`config.mk`:
```
export PLATFORM = sky130hd
export DESIGN_NAME = malp_top
export DESIGN_NICKNAME = d
export VERILOG_FILES = /design/src/core/malp_pkg.sv /design/src/core/malp_evcnt.sv /design/src/core/malp_top.sv
export SDC_FILE = /design/constraint.sdc
export NUM_CORES = 1
export LEC_CHECK = 0
export BUFFER_PORTS_ARGS = -buffer_cell sky130_fd_sc_hd__buf_4
export CORE_UTILIZATION = 57
export DETAILED_ROUTE_END_ITERATION = 6
export GPL_TIMING_DRIVEN = 0
export PLACE_DENSITY = 0.83
export SLEW_MARGIN = 30
export SYNTH_ARGS = -nofsm -noshare
export SYNTH_HDL_FRONTEND = slang
export SYNTH_HIERARCHICAL = 1
export SYNTH_SLANG_ARGS = --single-unit
```
`constraint.sdc`:
```
create_clock -name clock -period 3.95 [get_ports clock]
set_clock_uncertainty 0.2 [all_clocks]
set_input_delay 0.1975 -clock clock [delete_from_list [all_inputs] [get_ports clock]]
set_output_delay 0.1975 -clock clock [all_outputs]
set_load 0.02 [all_outputs]
```
`src/core/malp_pkg.sv`:
```
// Purpose: shared constants and types for the minor alarm priority block
// Assumes: 25 MHz system clock, synchronous active-low reset
// Notes: register offsets are byte addresses on the plain register port
package malp_pkg;
    // clock and the fixed error window, restarted every period
    localparam longint unsigned CLK_HZ = 64'd25_000_000;
    localparam longint unsigned WINDOW_S = 64'd86400;
    localparam longint unsigned WINDOW_CYC = CLK_HZ * WINDOW_S;
    localparam int WIN_W = 42;

    // register port
    localparam int AW = 8;
    localparam int DW = 32;
    localparam logic [AW-1:0] ADDR_CTRL = 8'h00;
    localparam logic [AW-1:0] ADDR_COND = 8'h04;
    localparam logic [AW-1:0] ADDR_MSG = 8'h08;
    localparam logic [AW-1:0] ADDR_ISTAT = 8'h0C;
    localparam logic [AW-1:0] ADDR_IMASK = 8'h10;
    localparam logic [AW-1:0] ADDR_ES1CNT = 8'h14;
    localparam logic [AW-1:0] ADDR_ES2CNT = 8'h18;
    localparam logic [AW-1:0] ADDR_BPVCNT = 8'h1C;

    // condition vector, index 0 is the highest display priority
    localparam int NCOND = 8;
    localparam int C_LOOP_SYNC_LOSS_ALARM = 0;
    localparam int C_LOCAL_INPUT_LOSS_ALARM = 1;
    localparam int C_REMOTE_INPUT_LOSS_ALARM = 2;
    localparam int C_LOOP1_ERRSEC_ALARM = 3;
    localparam int C_LOOP2_ERRSEC_ALARM = 4;
    localparam int C_BPV = 5;
    localparam int C_LOOP1_MARGIN_LOW = 6;
    localparam int C_LOOP2_MARGIN_LOW = 7;

    // errored-second / violation limit selection
    localparam int CNT_W = 8;
    localparam logic [1:0] ES_NONE = 2'h0;
    localparam logic [1:0] ES_17 = 2'h1;
    localparam logic [1:0] ES_170 = 2'h2;
    localparam logic [CNT_W-1:0] LIM_17 = 8'h11;
    localparam logic [CNT_W-1:0] LIM_170 = 8'hAA;
    localparam int MARGIN_W = 6;
    localparam logic [3:0] MTHR_RST = 4'h4;

    // control register layout: {margin_threshold, errored_second_limit, enable}
    typedef struct packed {
        logic [3:0] margin_threshold;
        logic [1:0] errored_second_limit;
        logic alarm_output_enable;
    } malp_cfg_t;
    localparam int CFG_W = 7;
    localparam malp_cfg_t CFG_RST = '{MTHR_RST, ES_NONE, 1'b0};

    // message shown on the display: condition code plus cut-off prefix
    typedef enum logic [3:0] {
        MALP_MSG_NONE = 4'h0,
        MALP_MSG_LOOP_SYNC_LOSS_ALARM = 4'h1,
        MALP_MSG_LOCAL_INPUT_LOSS_ALARM = 4'h2,
        MALP_MSG_REMOTE_INPUT_LOSS_ALARM = 4'h3,
        MALP_MSG_LOOP1_ERRSEC_ALARM = 4'h4,
        MALP_MSG_LOOP2_ERRSEC_ALARM = 4'h5,
        MALP_MSG_BPV = 4'h6,
        MALP_MSG_LOOP1_MARGIN_LOW = 4'h7,
        MALP_MSG_LOOP2_MARGIN_LOW = 4'h8
    } malp_msg_t;
    typedef struct packed {
        logic cutoff;
        malp_msg_t code;
    } malp_disp_t;
endpackage : malp_pkg

```
`src/core/malp_evcnt.sv`:
```
// Purpose: saturating event counter over a window, compared against a limit
// Assumes: win_end is a one-cycle pulse at the end of each window
// Notes: alarm is combinational from the count register
`timescale 1ns/1ns
module malp_evcnt
    import malp_pkg::*;
#(
    parameter int W = CNT_W
) (
    // clock and reset
    input wire logic clock,
    input wire logic rst_b,
    // window and events
    input wire logic win_end,
    input wire logic [1:0] inc,
    // limit
    input wire logic lim_on,
    input wire logic [W-1:0] limit,
    // results
    output logic [W-1:0] count_q,
    output logic alarm
);
    logic [W:0] sum_w;
    logic [W-1:0] count_d;

    // saturate so a burst never wraps the count back under the limit
    assign sum_w = {1'b0, count_q} + {{(W-1){1'b0}}, inc};
    assign count_d = win_end ? '0 : (sum_w[W] ? '1 : sum_w[W-1:0]);
    assign alarm = lim_on && (count_q >= limit);

    // count register
    always_ff @(posedge clock) begin
        if (!rst_b) begin
            count_q <= '0;
        end else begin
            count_q <= count_d;
        end
    end
endmodule : malp_evcnt

```
`src/core/malp_top.sv`:
```
// Purpose: minor alarm output, red status flash and one-message alarm display
// Assumes: condition inputs and button pulse synchronous to clock
// Notes: errored-second windows restart together every window period
//
// Summary of operation
// minor alarm output asserts while any listed condition is active.
// with several conditions active, only one message is shown.
// priority: sync loss, local loss, remote loss, ES1, ES2, violations, margin.
// each loop alarms when its window errored-second count reaches the limit.
// combined local and remote violation count alarms against the same limit.
// each loop alarms while its margin is below the margin threshold.
// output held while the condition lasts and released once it clears.
// red status flash throughout any minor alarm condition.
// select press during an alarm cuts off the alarm output.
// after cut-off the prefix shows cut-off, the condition code stays.
// disabling the alarm output also clears any cut-off.
// disabled output never asserts; flash and message still work.
// a new condition after cut-off ends cut-off and re-asserts output.
// error limit is 17, 170 or none; none is the reset value.
// margin threshold 0 to 15 dB, reset value 4 dB.
// alarm output option resets disabled; toggling gates the output.
//
// The placing of the registers and the address-and-strobe port were left to the implementer.
`timescale 1ns/1ns
module malp_top
    import malp_pkg::*;
#(
    parameter longint unsigned WINDOW_CYCLES = WINDOW_CYC
) (
    // clock and reset
    input wire logic clock,
    input wire logic rst_b,
    // line conditions
    input wire logic loop1_sync_loss,
    input wire logic loop2_sync_loss,
    input wire logic local_input_loss,
    input wire logic remote_input_loss,
    input wire logic loop1_errsec,
    input wire logic loop2_errsec,
    input wire logic bpv_local,
    input wire logic bpv_remote,
    input wire logic [MARGIN_W-1:0] loop1_margin,
    input wire logic [MARGIN_W-1:0] loop2_margin,
    // front panel
    input wire logic select_press,
    output logic led_red_flash,
    output malp_disp_t disp_q,
    // alarm bus
    output logic minor_alarm_out,
    output logic irq,
    // register port
    input wire logic [AW-1:0] reg_addr,
    input wire logic [DW-1:0] reg_wdata,
    input wire logic reg_wr,
    input wire logic reg_rd,
    output logic [DW-1:0] reg_rdata_q
);
    malp_cfg_t cfg_q;
    logic [NCOND-1:0] cond_w;
    logic [NCOND-1:0] cond_q;
    logic [NCOND-1:0] rise_w;
    logic [NCOND-1:0] istat_q;
    logic [NCOND-1:0] imask_q;
    logic [WIN_W-1:0] win_q;
    logic win_end;
    logic lim_on;
    logic [CNT_W-1:0] limit_w;
    logic [CNT_W-1:0] es1_cnt;
    logic [CNT_W-1:0] es2_cnt;
    logic [CNT_W-1:0] bpv_cnt;
    logic es1_alarm;
    logic es2_alarm;
    logic bpv_alarm;
    logic any_w;
    logic new_w;
    logic cutoff_q;
    logic cutoff_d;
    logic alarm_d;
    logic flash_q;
    malp_msg_t msg_w;
    logic wr_ctrl;
    logic wr_istat;
    logic wr_imask;
    logic [DW-1:0] rd_mux;

    // window timer; one shared window keeps three counters in step
    assign win_end = (win_q == WIN_W'(WINDOW_CYCLES - 64'd1));
    always_ff @(posedge clock) begin
        if (!rst_b) begin
            win_q <= '0;
        end else begin
            win_q <= win_end ? '0 : win_q + WIN_W'(1);
        end
    end

    // limit decode; a reserved selection code behaves as none
    assign lim_on = (cfg_q.errored_second_limit == ES_17)
        || (cfg_q.errored_second_limit == ES_170);
    assign limit_w = (cfg_q.errored_second_limit == ES_170) ? LIM_170 : LIM_17;

    // per-loop errored seconds and combined violation counts
    malp_evcnt #(.W(CNT_W)) u_es1 (
        .clock(clock),
        .rst_b(rst_b),
        .win_end(win_end),
        .inc({1'b0, loop1_errsec}),
        .lim_on(lim_on),
        .limit(limit_w),
        .count_q(es1_cnt),
        .alarm(es1_alarm)
    );
    malp_evcnt #(.W(CNT_W)) u_es2 (
        .clock(clock),
        .rst_b(rst_b),
        .win_end(win_end),
        .inc({1'b0, loop2_errsec}),
        .lim_on(lim_on),
        .limit(limit_w),
        .count_q(es2_cnt),
        .alarm(es2_alarm)
    );
    malp_evcnt #(.W(CNT_W)) u_bpv (
        .clock(clock),
        .rst_b(rst_b),
        .win_end(win_end),
        .inc({1'b0, bpv_local} + {1'b0, bpv_remote}),
        .lim_on(lim_on),
        .limit(limit_w),
        .count_q(bpv_cnt),
        .alarm(bpv_alarm)
    );

    // condition vector in display priority order
    assign cond_w[C_LOOP_SYNC_LOSS_ALARM] = loop1_sync_loss || loop2_sync_loss;
    assign cond_w[C_LOCAL_INPUT_LOSS_ALARM] = local_input_loss;
    assign cond_w[C_REMOTE_INPUT_LOSS_ALARM] = remote_input_loss;
    assign cond_w[C_LOOP1_ERRSEC_ALARM] = es1_alarm;
    assign cond_w[C_LOOP2_ERRSEC_ALARM] = es2_alarm;
    assign cond_w[C_BPV] = bpv_alarm;
    assign cond_w[C_LOOP1_MARGIN_LOW] = loop1_margin < {2'h0, cfg_q.margin_threshold};
    assign cond_w[C_LOOP2_MARGIN_LOW] = loop2_margin < {2'h0, cfg_q.margin_threshold};
    assign any_w = |cond_w;
    assign rise_w = cond_w & ~cond_q;
    assign new_w = |rise_w;

    // highest priority active condition wins the single message
    always_comb begin
        msg_w = MALP_MSG_NONE;
        for (int i = NCOND - 1; i >= 0; i--) begin
            if (cond_w[i]) begin
                msg_w = malp_msg_t'(4'(i + 1));
            end
        end
    end

    // cut-off: a press during an alarm wins over a same-cycle new alarm
    always_comb begin
        if (!cfg_q.alarm_output_enable) begin
            cutoff_d = 1'b0;
        end else if (select_press && any_w) begin
            cutoff_d = 1'b1;
        end else if (new_w || !any_w) begin
            cutoff_d = 1'b0;
        end else begin
            cutoff_d = cutoff_q;
        end
    end
    assign alarm_d = any_w && cfg_q.alarm_output_enable && !cutoff_d;

    // alarm state, output and display registers
    always_ff @(posedge clock) begin
        if (!rst_b) begin
            cond_q <= '0;
            cutoff_q <= 1'b0;
            minor_alarm_out <= 1'b0;
            flash_q <= 1'b0;
            disp_q <= '{1'b0, MALP_MSG_NONE};
        end else begin
            cond_q <= cond_w;
            cutoff_q <= cutoff_d;
            minor_alarm_out <= alarm_d;
            flash_q <= any_w;
            disp_q <= '{cutoff_d, msg_w};
        end
    end
    assign led_red_flash = flash_q;

    // register decode
    assign wr_ctrl = reg_wr && (reg_addr == ADDR_CTRL);
    assign wr_istat = reg_wr && (reg_addr == ADDR_ISTAT);
    assign wr_imask = reg_wr && (reg_addr == ADDR_IMASK);
    assign rd_mux = (reg_addr == ADDR_CTRL) ? DW'(cfg_q)
        : (reg_addr == ADDR_COND) ? DW'({cutoff_q, cond_w})
        : (reg_addr == ADDR_MSG) ? DW'(disp_q)
        : (reg_addr == ADDR_ISTAT) ? DW'(istat_q)
        : (reg_addr == ADDR_IMASK) ? DW'(imask_q)
        : (reg_addr == ADDR_ES1CNT) ? DW'(es1_cnt)
        : (reg_addr == ADDR_ES2CNT) ? DW'(es2_cnt)
        : (reg_addr == ADDR_BPVCNT) ? DW'(bpv_cnt)
        : '0;

    // configuration; reset leaves the output disabled and no error limit
    always_ff @(posedge clock) begin
        if (!rst_b) begin
            cfg_q <= CFG_RST;
            imask_q <= '0;
        end else begin
            if (wr_ctrl) begin
                cfg_q <= malp_cfg_t'(reg_wdata[CFG_W-1:0]);
            end
            if (wr_imask) begin
                imask_q <= reg_wdata[NCOND-1:0];
            end
        end
    end

    // sticky interrupt status; a rising condition beats a write-one clear
    always_ff @(posedge clock) begin
        if (!rst_b) begin
            istat_q <= '0;
        end else begin
            istat_q <= rise_w | (istat_q & ~(wr_istat ? reg_wdata[NCOND-1:0] : '0));
        end
    end
    assign irq = |(istat_q & imask_q);

    // read data stand for one cycle only
    always_ff @(posedge clock) begin
        if (!rst_b) begin
            reg_rdata_q <= '0;
        end else begin
            reg_rdata_q <= reg_rd ? rd_mux : '0;
        end
    end
endmodule : malp_top

```
# Word-level counts from Yosys, hierarchy flattened
# Index checks and enable logic that the tools add are counted.
[word_totals] ff_bits=136 in_bits=65 output_inout_bits=40 wordCells=97
[op_classes] n_addsub=5 n_lt_le_gt_ge=5 n_eq_ne=10 n_mux=24 n_bitwise=8 n_reduce_logical=25
[ops] op="$mux 8" n=11
[ops] op="$add 42x1->42 const B" n=1
[ops] op="$eq 42x41->1 const B" n=1
[ops] op="$eq 8x5->1 const B" n=4
[ops] op="$reduce_or 8->1" n=4
[ops] op="$and 8x8->8" n=3
[ops] op="$ge 8x8->1" n=3
[ops] op="$add 8x1->9" n=2
[ops] op="$eq 8x4->1 const B" n=2
[ops] op="$not 8->8" n=2
[ops] op="$lt 6x4->1" n=2
[ops] op="$mux 3" n=4
[ops] op="$add 8x2->9" n=1
[ops] op="$logic_and 1x1->1" n=9
[ops] op="$mux 9" n=1
[ops] op="$reduce_or 9->1" n=1
[ops] op="$eq 8x3->1 const B" n=1
[ops] op="$logic_not 8->1" n=1
[ops] op="$or 8x8->8" n=1
[ops] op="$mux 7" n=1
[ops] op="$mux 1" n=4
[ops] op="$mux 2" n=2
[ops] op="$mux 4" n=1
[ops] op="$reduce_or 2->1" n=2
[ops] op="other kinds (9)" n=13

# Logic depth before layout (Yosys ltp)
# Gate-level depths: netlist of the first run.
[logic_depth] depth_word=12 ltp_mapped=13 mapped_depth_nobuf=13

# Hierarchy
# Netlist of the first run, hierarchy kept.
[modules_own_cells] mod="malp_top" instances=1 cells_each=522 area_per_inst_um2=4476.8 seq_area_each_um2=1781.7
[modules_own_cells] mod="malp_evcnt" instances=3 cells_each=69 area_per_inst_um2=576.8 seq_area_each_um2=160.2

# Worst setup path before layout of the first run
# OpenSTA, ideal clock, no wires.
[synth_path] kind="register to register" from="register cfg_q[1] (netlist name)" to="register cutoff_q" setup_ps=60 arrival_time_ps=2791 t_required_ps=3690 setup_slack_ps=899 path_stages_with_launch=13 path_buffers=0 synth_period_minus_slack_ps=3051 path_cell_list="dfxtp_1 inv_1 ha_1 inv_1 ha_1 o211ai_1 a2111oi_0 o21a_1 nor2b_1 or4_1 nor4_1 o221a_2 o2111a_1"
[synth_between] elab_chain_cells=10 elab_cells_between_ends=19 cone_classes="order compare: 3; eq/ne: 2; mux: 4; bitwise: 1; reduce/logical: 9"
[synth_lines] element="from (decl)" line_no="malp_top.sv:58" rtl="malp_cfg_t cfg_q;"
[synth_lines] element="from (signal assigned)" line_no="malp_top.sv:209" rtl="cfg_q <= malp_cfg_t'(reg_wdata[CFG_W-1:0]);"
[synth_lines] element="$eq 2x2->1 *" line_no="malp_top.sv:99" rtl="assign limit_w = (cfg_q.errored_second_limit == ES_170) ? LIM_170 : LIM_17;"
[synth_lines] element="$mux 8 *" line_no="malp_top.sv:99"
[synth_lines] element="net limit_w[1]" line_no="malp_top.sv:67" rtl="logic [CNT_W-1:0] limit_w;"
[synth_lines] element="$ge 8x8->1 *" line_no="malp_evcnt.sv:29" rtl="assign alarm = lim_on && (count_q >= limit);"
[synth_lines] element="$logic_and 1x1->1 *" line_no="malp_evcnt.sv:29"
[synth_lines] element="net cond_w[4]" line_no="malp_top.sv:59" rtl="logic [NCOND-1:0] cond_w;"
[synth_lines] element="$and 8x8->8 or $reduce_or 8->1 (tied branches)" line_no="malp_top.sv:143, malp_top.sv:142"
[synth_lines] element="$reduce_or 8->1 or $logic_not 1->1 (tied branches)" line_no="malp_top.sv:144, malp_top.sv:162"
[synth_lines] element="$logic_or 1x1->1" line_no="malp_top.sv:162" rtl="end else if (new_w || !any_w) begin"
[synth_lines] element="$mux 1" line_no="malp_top.sv:162"
[synth_lines] element="$mux 1 *" line_no="malp_top.sv:160" rtl="end else if (select_press && any_w) begin"
[synth_lines] element="$mux 1 *" line_no="malp_top.sv:158" rtl="if (!cfg_q.alarm_output_enable) begin"
[synth_lines] element="to (signal assigned)" line_no="malp_top.sv:180" rtl="cutoff_q <= cutoff_d;"
[synth_lines] element="to (decl)" line_no="malp_top.sv:76" rtl="logic cutoff_q;"
# Mark *: on every way through the listed nets, which the timed path passes. The rest lies on a longest branch.
# A chain may end at the register's enable or synchronous reset.

# Worst setup path in the final report of the first run
[layout_path] from="register cfg_q[2] (netlist name)" to="register disp_q[2] (netlist name)"
[layout_between] elab_cells_between_ends=13 cone_classes="order compare: 3; eq/ne: 2; mux: 4; reduce/logical: 4"
[layout_lines] element="$eq 2x2->1" line_no="malp_top.sv:99"
[layout_lines] element="$mux 8" line_no="malp_top.sv:99"
[layout_lines] element="net limit_w[1]" line_no="malp_top.sv:67"
[layout_lines] element="$ge 8x8->1" line_no="malp_evcnt.sv:29"
[layout_lines] element="$logic_and 1x1->1" line_no="malp_evcnt.sv:29"
[layout_lines] element="net cond_w[3]" line_no="malp_top.sv:59"
[layout_lines] element="$mux 3" line_no="malp_top.sv:150" rtl="if (cond_w[i]) begin"
[layout_lines] element="to (signal assigned)" line_no="malp_top.sv:177" rtl="disp_q <= '{1'b0, MALP_MSG_NONE};"
[layout_lines] element="to (signal assigned)" line_no="malp_top.sv:183" rtl="disp_q <= '{cutoff_d, msg_w};"
[layout_lines] element="to (decl)" line_no="malp_top.sv:47" rtl="output malp_disp_t disp_q,"
# The timed path passes the listed nets, and every way through them passes these cells.

==> PnR_summary.wiki, run 1 <==
{| class="wikitable"
! Metric !! Value
|-
| Core Rows || 37
|-
| DP HPWL || 11.9 mm
|-
| Post-synth top flop || dfxtp_1
|-
| Share of the synthesized area in the top cell type || 36.4%
|-
| Register-to-Register Setup Slack || 0.31 ns
|-
| Startpoint of the lowest-slack hold path || reg_wr
|-
| Setup TNS || 0 ns
|-
| Share of final-layout standard cells stronger than drive strength 1 || 16.3%
|-
| Worst Reg-to-Reg Cells || 9
|-
| Tightest Hold Check Type || input pin to flop
|-
| Share of synthesized area occupied by flip-flops and latches || 36.4%
|-
| Clock tree from TritonCTS || built
|-
| Relative contribution of sequential cells to total power || 40.0%
|-
| Wire length reported by the detailed router || 17.3 mm
|-
| Fin area || 0.00779 mm2
|-
| Initial Util || 59.3%
|-
| First-iteration detailed-routing DRC count || 447
|-
| Vias post-DR || 5926
|-
| Startpoint kind of the worst setup timing path || flop
|-
| Share of flip-flops with an asynchronous set or reset after synthesis || 0%
|-
| Highest routed layer || met4
|-
| Data arrival time of the critical path || 3.90 ns
|-
| Max_slew headroom || 39.5%
|-
| Post-CTS repair timing setup buffer count || 0
|-
| Clock-pin slew on the worst setup and hold paths || 0.06 ns
|-
| Max-Cap Viols || 0
|-
| Hold Path Sink || istat_q[4]$_SDFF_PN0_
|-
| Vias per inst || 5.86
|-
| Residual DRC count || 13
|-
| Hold Vio Cnt, Final || 0
|-
| Kind of capture point of the worst setup path || flop
|-
| Met2 WL || 8.62 mm
|-
| Number of storage elements in the synthesis netlist || 113
|-
| Mapped Area || 0.00621 mm2
|-
| Category of the critical setup timing path || flop to flop
|-
| Final setup violation count || 0
|-
| Growth of design area from synthesis to finish || 25.5%
|-
| Antenna violations before repair || 0
|-
| Height of the chip || 106 um
|-
| Die area || 0.0113 mm2
|-
| Cell at the root of the clock tree || clkbuf_8
|-
| Total cell area at the placement stage || 0.00691 mm2
|-
| Clock Tree Buf Depth || 2
|-
| H-tree depth || 4
|-
| DR WL/cell || 17.1 um
|-
| Antenna diode count || 0
|-
| Clk network pwr share || 50.2%
|-
| Violated checks || DRC
|-
| Cells after synthesis || 729
|-
| Top-Level Pins || 105
|-
| Total power of the final layout || 3.00 mW
|-
| Global-route congestion overflow total || 0
|-
| Leakage component of the power || 3.27 nW
|-
| Met3 wire len || 1.31 mm
|-
| Cell type with the highest aggregate area in the netlist || dfxtp_1
|-
| Worst ir drop on vdd || 0.299 mV
|-
| Sw Share || 25.1%
|-
| Mean instance size in the synthesized netlist || 8.51 um2
|-
| Number of port buffers || 55
|-
| Period Utilization, post-route || 92.3%
|-
| Drt first pass iters || 7
|-
| Internal power consumption || 2.25 mW
|-
| Source of the critical timing path || cfg_q[2]$_SDFFE_PN0P_
|-
| Leading post-synthesis cells by cell area || dfxtp_1, ha_1, nor2_1, xor2_1, a21oi_1
|-
| Transition time at the pin with the least slew margin || 0.898 ns
|-
| Post-layout util || 74.4%
|-
| Wire length of the first global-routing pass || 27.9 mm
|-
| CTS buffer count || 17
|-
| Required time reported for the critical path endpoint || 4.21 ns
|-
| Critical R2R Capture || disp_q[2]$_SDFF_PP0_
|-
| Number of enable-type register cells in the synthesized netlist || 0
|-
| Count of filler cells inserted in the layout || 772
|-
| Worst r2r src || cfg_q[2]$_SDFFE_PN0P_
|-
| Count of different cell masters after synthesis || 61
|-
| Unrepaired setup endpoints after global routing || no
|-
| Count of yosys warnings during synthesis || 6
|-
| Portion of total power attributed to combinational logic || 9.8%
|-
| Global Route Usage Sum || 31.8%
|-
| Result of the run || complete, but fails checks
|-
| Non-filler cells in the finished layout || 1012
|-
| Floorplan core area || 0.0105 mm2
|-
| Most frequent cell after synthesis || dfxtp_1
|-
| Fin crit period || 3.64 ns
|-
| Maximum number of pins on one net before global-route repair || 17
|-
| Width of the chip || 106 um
|-
| Routability congestion estimate from global placement || 0.962
|-
| Final net count || 970
|-
| Depth of the worst hold-timing path || 6
|-
| Number of cells in the design after placement || 952
|-
| Routed length on met1 || 6.62 mm
|-
| Most instantiated cells after synthesis || dfxtp_1, nor2_1, inv_1, nand2_1, a21oi_1
|-
| Clock tree sinks || 113
|-
| Maximum clock rate || 274 MHz
|-
| Worst-skew pair later-pin latency || 0.53 ns
|-
| Pwr/cell area || 386 mW/mm2
|-
| DRT antenna net count || 0
|-
| Number of global-route vias before repair || 5931
|-
| Net switching power || 0.754 mW
|-
| Number of slew-limit violations in the final report || 0
|-
| Crit-path max FO || 13
|}
[worst max-delay path, cell delays in order, from the launching register on]
cell and delay, ns:
dfxtp_1 0.37, ha_2 0.38, inv_1 0.24, ha_1 0.34
o211ai_1 0.10, a2111oi_0 0.45, o21a_1 0.38, nor2_1 0.13
a2111oi_0 0.38, dlygate4sd3_1 0.61
[stage by stage]
step / worst slack (ns) / hold WS, ns
6_report: 0.306 / 0.0484
4_1_cts: 0.120 / 0.0199
3_5_place_dp: 0.152 / 0.186
2_1_floorplan: 0.899 / 0.0734
3_3_place_gp: 0.326 / 0.174
5_1_grt: 0.0728 / 0.0777
[cell usage in the layout, fill, tap and decap left out, types with 4 or more instances in the layout]
master	synthesis	layout
nand2b_1	7	7
a22oi_1	9	9
a2111oi_0	4	4
and2_1	7	7
dlygate4sd3_1	0	28
dfxtp_1	113	113
mux2_2	5	5
o22ai_1	9	9
a31oi_1	6	6
clkbuf_16	0	16
a21boi_0	5	5
clkinvlp_4	0	4
o21ai_0	13	13
and3_1	8	8
nor2_1	97	97
o211ai_1	8	8
xor2_1	37	37
nor2b_1	9	9
nand2_1	45	45
nor4_1	5	4
nand4_1	19	19
buf_4	28	83
nor3_1	13	13
inv_1	55	55
or4_1	6	6
mux2i_1	17	17
o21bai_1	4	4
conb_1	1	33
a211oi_1	8	8
nand3_1	29	29
clkbuf_8	0	4
a21oi_1	43	43
clkbuf_1	17	17
ha_1	39	38
xnor2_1	12	12
[what timing repair did]
item,in CTS,in global routing
hold endpoints to repair,47,0
setup endpoints to repair,0,3
hold buffers,28,0
resized for setup,0,2
[power groups by stage]
| stage | clock [mW] | combinational (mW) | sequential (mW) |
|---|---|---|---|
| global route | 1.57 | 0.327 | 1.20 |
| CTS | 1.51 | 0.286 | 1.20 |
| finish | 1.51 | 0.294 | 1.20 |
| floorplan | 0 | 0.179 | 1.21 |
| global placement | 0 | 0.249 | 1.22 |
| detailed placement | 0 | 0.264 | 1.22 |
[cells by family (layout without fill, tap and decap cells)]
group,count (synthesis),count (layout),share of synthesized area (%)
compound gates,127,127,13.4
xor+xnor,49,49,6.91
flops,113,113,36.4
simple gates,270,270,22.3
fa+ha+maj,42,42,8.83
other cells,1,33,0.0604
buf+inv,104,219,8.04
mux,23,23,4.01
[state kept, by name, indices dropped and copies added (netlist names), 8 cells and up]
signal	cells
win_q	42
u_bpv/count_q	8
reg_rdata_q	9
cond_q	8
istat_q	8
u_es1/count_q	8
u_es2/count_q	8
imask_q	8
[cell type report]
| cell class | count | area [um2] | area share, % |
|---|---|---|---|
| repair buffers | 83 | 693 | 8.90 |
| inverters | 56 | 210 | 2.70 |
| well taps | 136 | 170 | 2.19 |
| multi-input cells | 544 | 3580 | 45.9 |
| plain buffers | 48 | 289 | 3.71 |
| clock buffers | 20 | 455 | 5.85 |
| clock inverters | 12 | 131 | 1.69 |
| flip-flops and latches | 113 | 2260 | 29.0 |
[worst max-delay path by stage]
stage,to,depth (start not counted)
floorplan,cutoff_q$_SDFF_PN0_,12
global placement,cutoff_q$_SDFF_PN0_,12
detailed placement,cutoff_q$_SDFF_PN0_,11
CTS,cutoff_q$_SDFF_PN0_,11
global route,disp_q[2]$_SDFF_PP0_,9
finish,disp_q[2]$_SDFF_PP0_,9
[metal layers]
layer  GRT usage, %  vias up
met4           18.3        0
met1           34.5     2728
met5              0        -
li1               -     2774
met3           7.60       86
met2           56.2      338
(Power assumes the default switching activity.)
==> inputs of run 2 (changes only) <==
- CORE_UTILIZATION: 57 -> 59
- CTS_BUF_LIST: default -> sky130_fd_sc_hd__clkbuf_8
- PLACE_DENSITY: 0.83 -> 0.85
- SKIP_CTS_REPAIR_TIMING: default -> 1
==> run 2 against run 1 <==
Against the previous run:
- the flow now finishes without violations
- register-to-register slack worse by 0.09 ns
- clock-buffer cell count is 1 lower
- final area down 3.1%
- sequential cell count unchanged
- largest cell class unchanged
==> PnR_summary.wiki, run 2 (same netlist as run 1, synthesis figures left out) <==
{| class="wikitable"
! Metric !! Value
|-
| Result of the run || complete, no violations
|-
| Height of the chip || 105 um (-1.7%)
|-
| Worst r2r src || cfg_q[2]$_SDFFE_PN0P_
|-
| Antenna diode count || 0 (unchanged)
|-
| Largest registers || win_q: 42 flops, reg_rdata_q: 9 flops
|-
| Crit-path max FO || 13 (unchanged)
|-
| Kind of capture point of the worst setup path || flop
|-
| Fin crit period || 3.74 ns (+0.0937 ns)
|-
| Vias per inst || 5.67 (-3.2%)
|-
| Area used by multi-input combinational logic || 0.00357 mm2 (-0.28%)
|-
| DRT antenna net count || 0 (unchanged)
|-
| Register-to-Register Setup Slack || 0.21 ns (-0.09 ns)
|-
| Max-Cap Viols || 0 (unchanged)
|-
| Required time reported for the critical path endpoint || 4.13 ns (-0.08 ns)
|-
| Cell at the root of the clock tree || clkbuf_8
|-
| Source of the critical timing path || cfg_q[2]$_SDFFE_PN0P_
|-
| DR WL/cell || 16.0 um (-6.4%)
|-
| Pwr/cell area || 358 mW/mm2 (-7.1%)
|-
| Residual DRC count || 0 (-13)
|-
| Internal power consumption || 2.02 mW (-10%)
|-
| Tightest Hold Check Type || input pin to flop
|-
| Share of final-layout standard cells stronger than drive strength 1 || 16.1% (-0.27 points)
|-
| Largest register by flop count || win_q
|-
| CTS buffer count || 17 (unchanged)
|-
| Growth of design area from synthesis to finish || 21.5%
|-
| First-iteration detailed-routing DRC count || 387 (-13%)
|-
| Die area || 0.0109 mm2 (-3.3%)
|-
| Worst Reg-to-Reg Cells || 11 (+2)
|-
| Unrepaired setup endpoints after global routing || no
|-
| Clock-pin slew on the worst setup and hold paths || 0.08 ns (+0.02 ns)
|-
| Vias post-DR || 5682 (-4.1%)
|-
| Transition time at the pin with the least slew margin || 1.02 ns (+0.118 ns)
|-
| Maximum clock rate || 268 MHz (-2.5%)
|-
| Count of filler cells inserted in the layout || 772 (unchanged)
|-
| Relative contribution of sequential cells to total power || 44.3% (+4.3 points)
|-
| Drt first pass iters || 7 (unchanged)
|-
| Sequential cell area || 0.00226 mm2 (unchanged)
|-
| Routability congestion estimate from global placement || 0.944 (-1.9%)
|-
| Number of port buffers || 55 (unchanged)
|-
| Category of the critical setup timing path || flop to flop
|-
| Worst ir drop on vdd || 0.373 mV (+25%)
|-
| Worst-skew pair later-pin latency || 0.44 ns (-0.09 ns)
|-
| Width of the chip || 105 um (-1.7%)
|-
| Hold Vio Cnt, Final || 0 (unchanged)
|-
| H-tree depth || 4 (unchanged)
|-
| Clock Tree Buf Depth || 2 (unchanged)
|-
| Portion of total power attributed to combinational logic || 10.4% (+0.6 points)
|-
| Floorplan core area || 0.0103 mm2 (-1.8%)
|-
| DP HPWL || 11.7 mm (-1.8%)
|-
| Leakage component of the power || 3.16 nW (-3.2%)
|-
| Data arrival time of the critical path || 3.92 ns (+0.02 ns)
|-
| Period Utilization, post-route || 94.6% (+2.4 points)
|-
| Top-Level Pins || 105 (unchanged)
|-
| Final setup violation count || 0 (unchanged)
|-
| Wire length reported by the detailed router || 16.1 mm (-7.3%)
|-
| End point of the critical path || cutoff_q$_SDFF_PN0_
|-
| Wire length of the first global-routing pass || 25.9 mm (-7.3%)
|-
| Total power of the final layout || 2.70 mW (-10%)
|-
| Initial Util || 60.4% (+1.1 points)
|-
| Antenna violations before repair || 0 (unchanged)
|-
| Max_slew headroom || 31.7% (-7.8 points)
|-
| Global Route Usage Sum || 29.8% (-1.9 points)
|-
| Top library cells by usage in the layout, fill and taps aside || dfxtp_1, nor2_1, buf_4
|-
| Depth of the worst hold-timing path || 3 (-3)
|-
| Maximum number of pins on one net before global-route repair || 17 (unchanged)
|-
| Worst-case hold slack || 0.0271 ns (-0.0214 ns)
|-
| Setup TNS || 0 ns (unchanged)
|-
| Clock tree sinks || 113 (unchanged)
|-
| Number of slew-limit violations in the final report || 0 (unchanged)
|-
| Startpoint kind of the worst setup timing path || flop
|-
| Sw Share || 25.4% (+0.28 points)
|-
| Clock tree from TritonCTS || built
|-
| Global-route congestion overflow total || 0 (unchanged)
|-
| Max FFs per register || 42 (unchanged)
|-
| Most common cell after layout, fill and taps aside || dfxtp_1
|-
| Number of global-route vias before repair || 5516 (-7.0%)
|-
| Core Rows || 37 (unchanged)
|-
| Net switching power || 0.686 mW (-9.1%)
|-
| Clk network pwr share || 45.3% (-4.9 points)
|-
| Final net count || 961 (-0.93%)
|-
| Critical R2R Capture || cutoff_q$_SDFF_PN0_
|}
==> run 2: cell types whose count changed in the layout (fill, tap and decap cells not counted), sizes merged <==
cell / delta
clkbuf: -1
dlygate4sd3: -9
bufinv: +2
clkinvlp: -2
==> run 2: worst min-delay path by stage <==
| stage | startpoint | endpoint |
|---|---|---|
| floorplan | select_press | minor_alarm_out$_SDFF_PN0_ |
| global placement | select_press | minor_alarm_out$_SDFF_PN0_ |
| detailed placement | select_press | minor_alarm_out$_SDFF_PN0_ |
| CTS | select_press | minor_alarm_out$_SDFF_PN0_ |
| global route | reg_rd | reg_rdata_q[7]$_SDFF_PP0_ |
| finish | reg_rd | reg_rdata_q[7]$_SDFF_PP0_ |
==> run 2: power groups by stage <==
stage	Combinational [mW]	Sequential (mW)	Clock (mW)
CTS	0.262	1.20	1.23
detailed placement	0.261	1.22	0
floorplan	0.179	1.21	0
finish	0.281	1.20	1.22
global route	0.313	1.20	1.29
global placement	0.249	1.22	0
==> run 2: per-stage QoR <==
| stage | utilization [%] | setup slack, ns | instance area, um2 | std cells |
|---|---|---|---|---|
| floorplan | - | 0.899 | 6330 | 761 |
| global placement | 67.2 | 0.292 | 6910 | 952 |
| detailed placement | 67.2 | 0.262 | 6910 | 952 |
| CTS | 71.5 | 0.223 | 7350 | 983 |
| global route | 73.4 | 0.0131 | 7540 | 1002 |
| finish | 73.4 | 0.212 | 7540 | 1002 |
==> run 2: cell type report <==
| class | count | share of cell area [%] |
|---|---|---|
| Inverter | 56 | 2.79 |
| Sequential cell | 113 | 30.0 |
| Clock buffer | 19 | 3.47 |
| Multi-Input combinational cell | 544 | 47.3 |
| Tap cell | 136 | 2.26 |
| Buffer | 48 | 3.83 |
| Clock inverter | 12 | 2.39 |
| Timing Repair Buffer | 74 | 8.00 |
==> run 2: routing by layer <==
layer,vias up,share of wire [%],global-route usage [%]
met5,-,0,0
met4,0,2.6,11.5
met3,31,6.9,7.30
met2,264,49,52.0
met1,2641,41,35.3
li1,2746,-,-
==> run 2: critical path: stages, from the launching register on <==
cell and delay [ns]:
dfxtp_1 0.37, ha_1 0.50, inv_1 0.27, ha_1 0.34, o211ai_1 0.20, a2111oi_0 0.16, o21a_1 0.30, nor2b_1 0.18
or4_1 0.51, nor4_1 0.23, o221a_2 0.26, o2111a_1 0.17
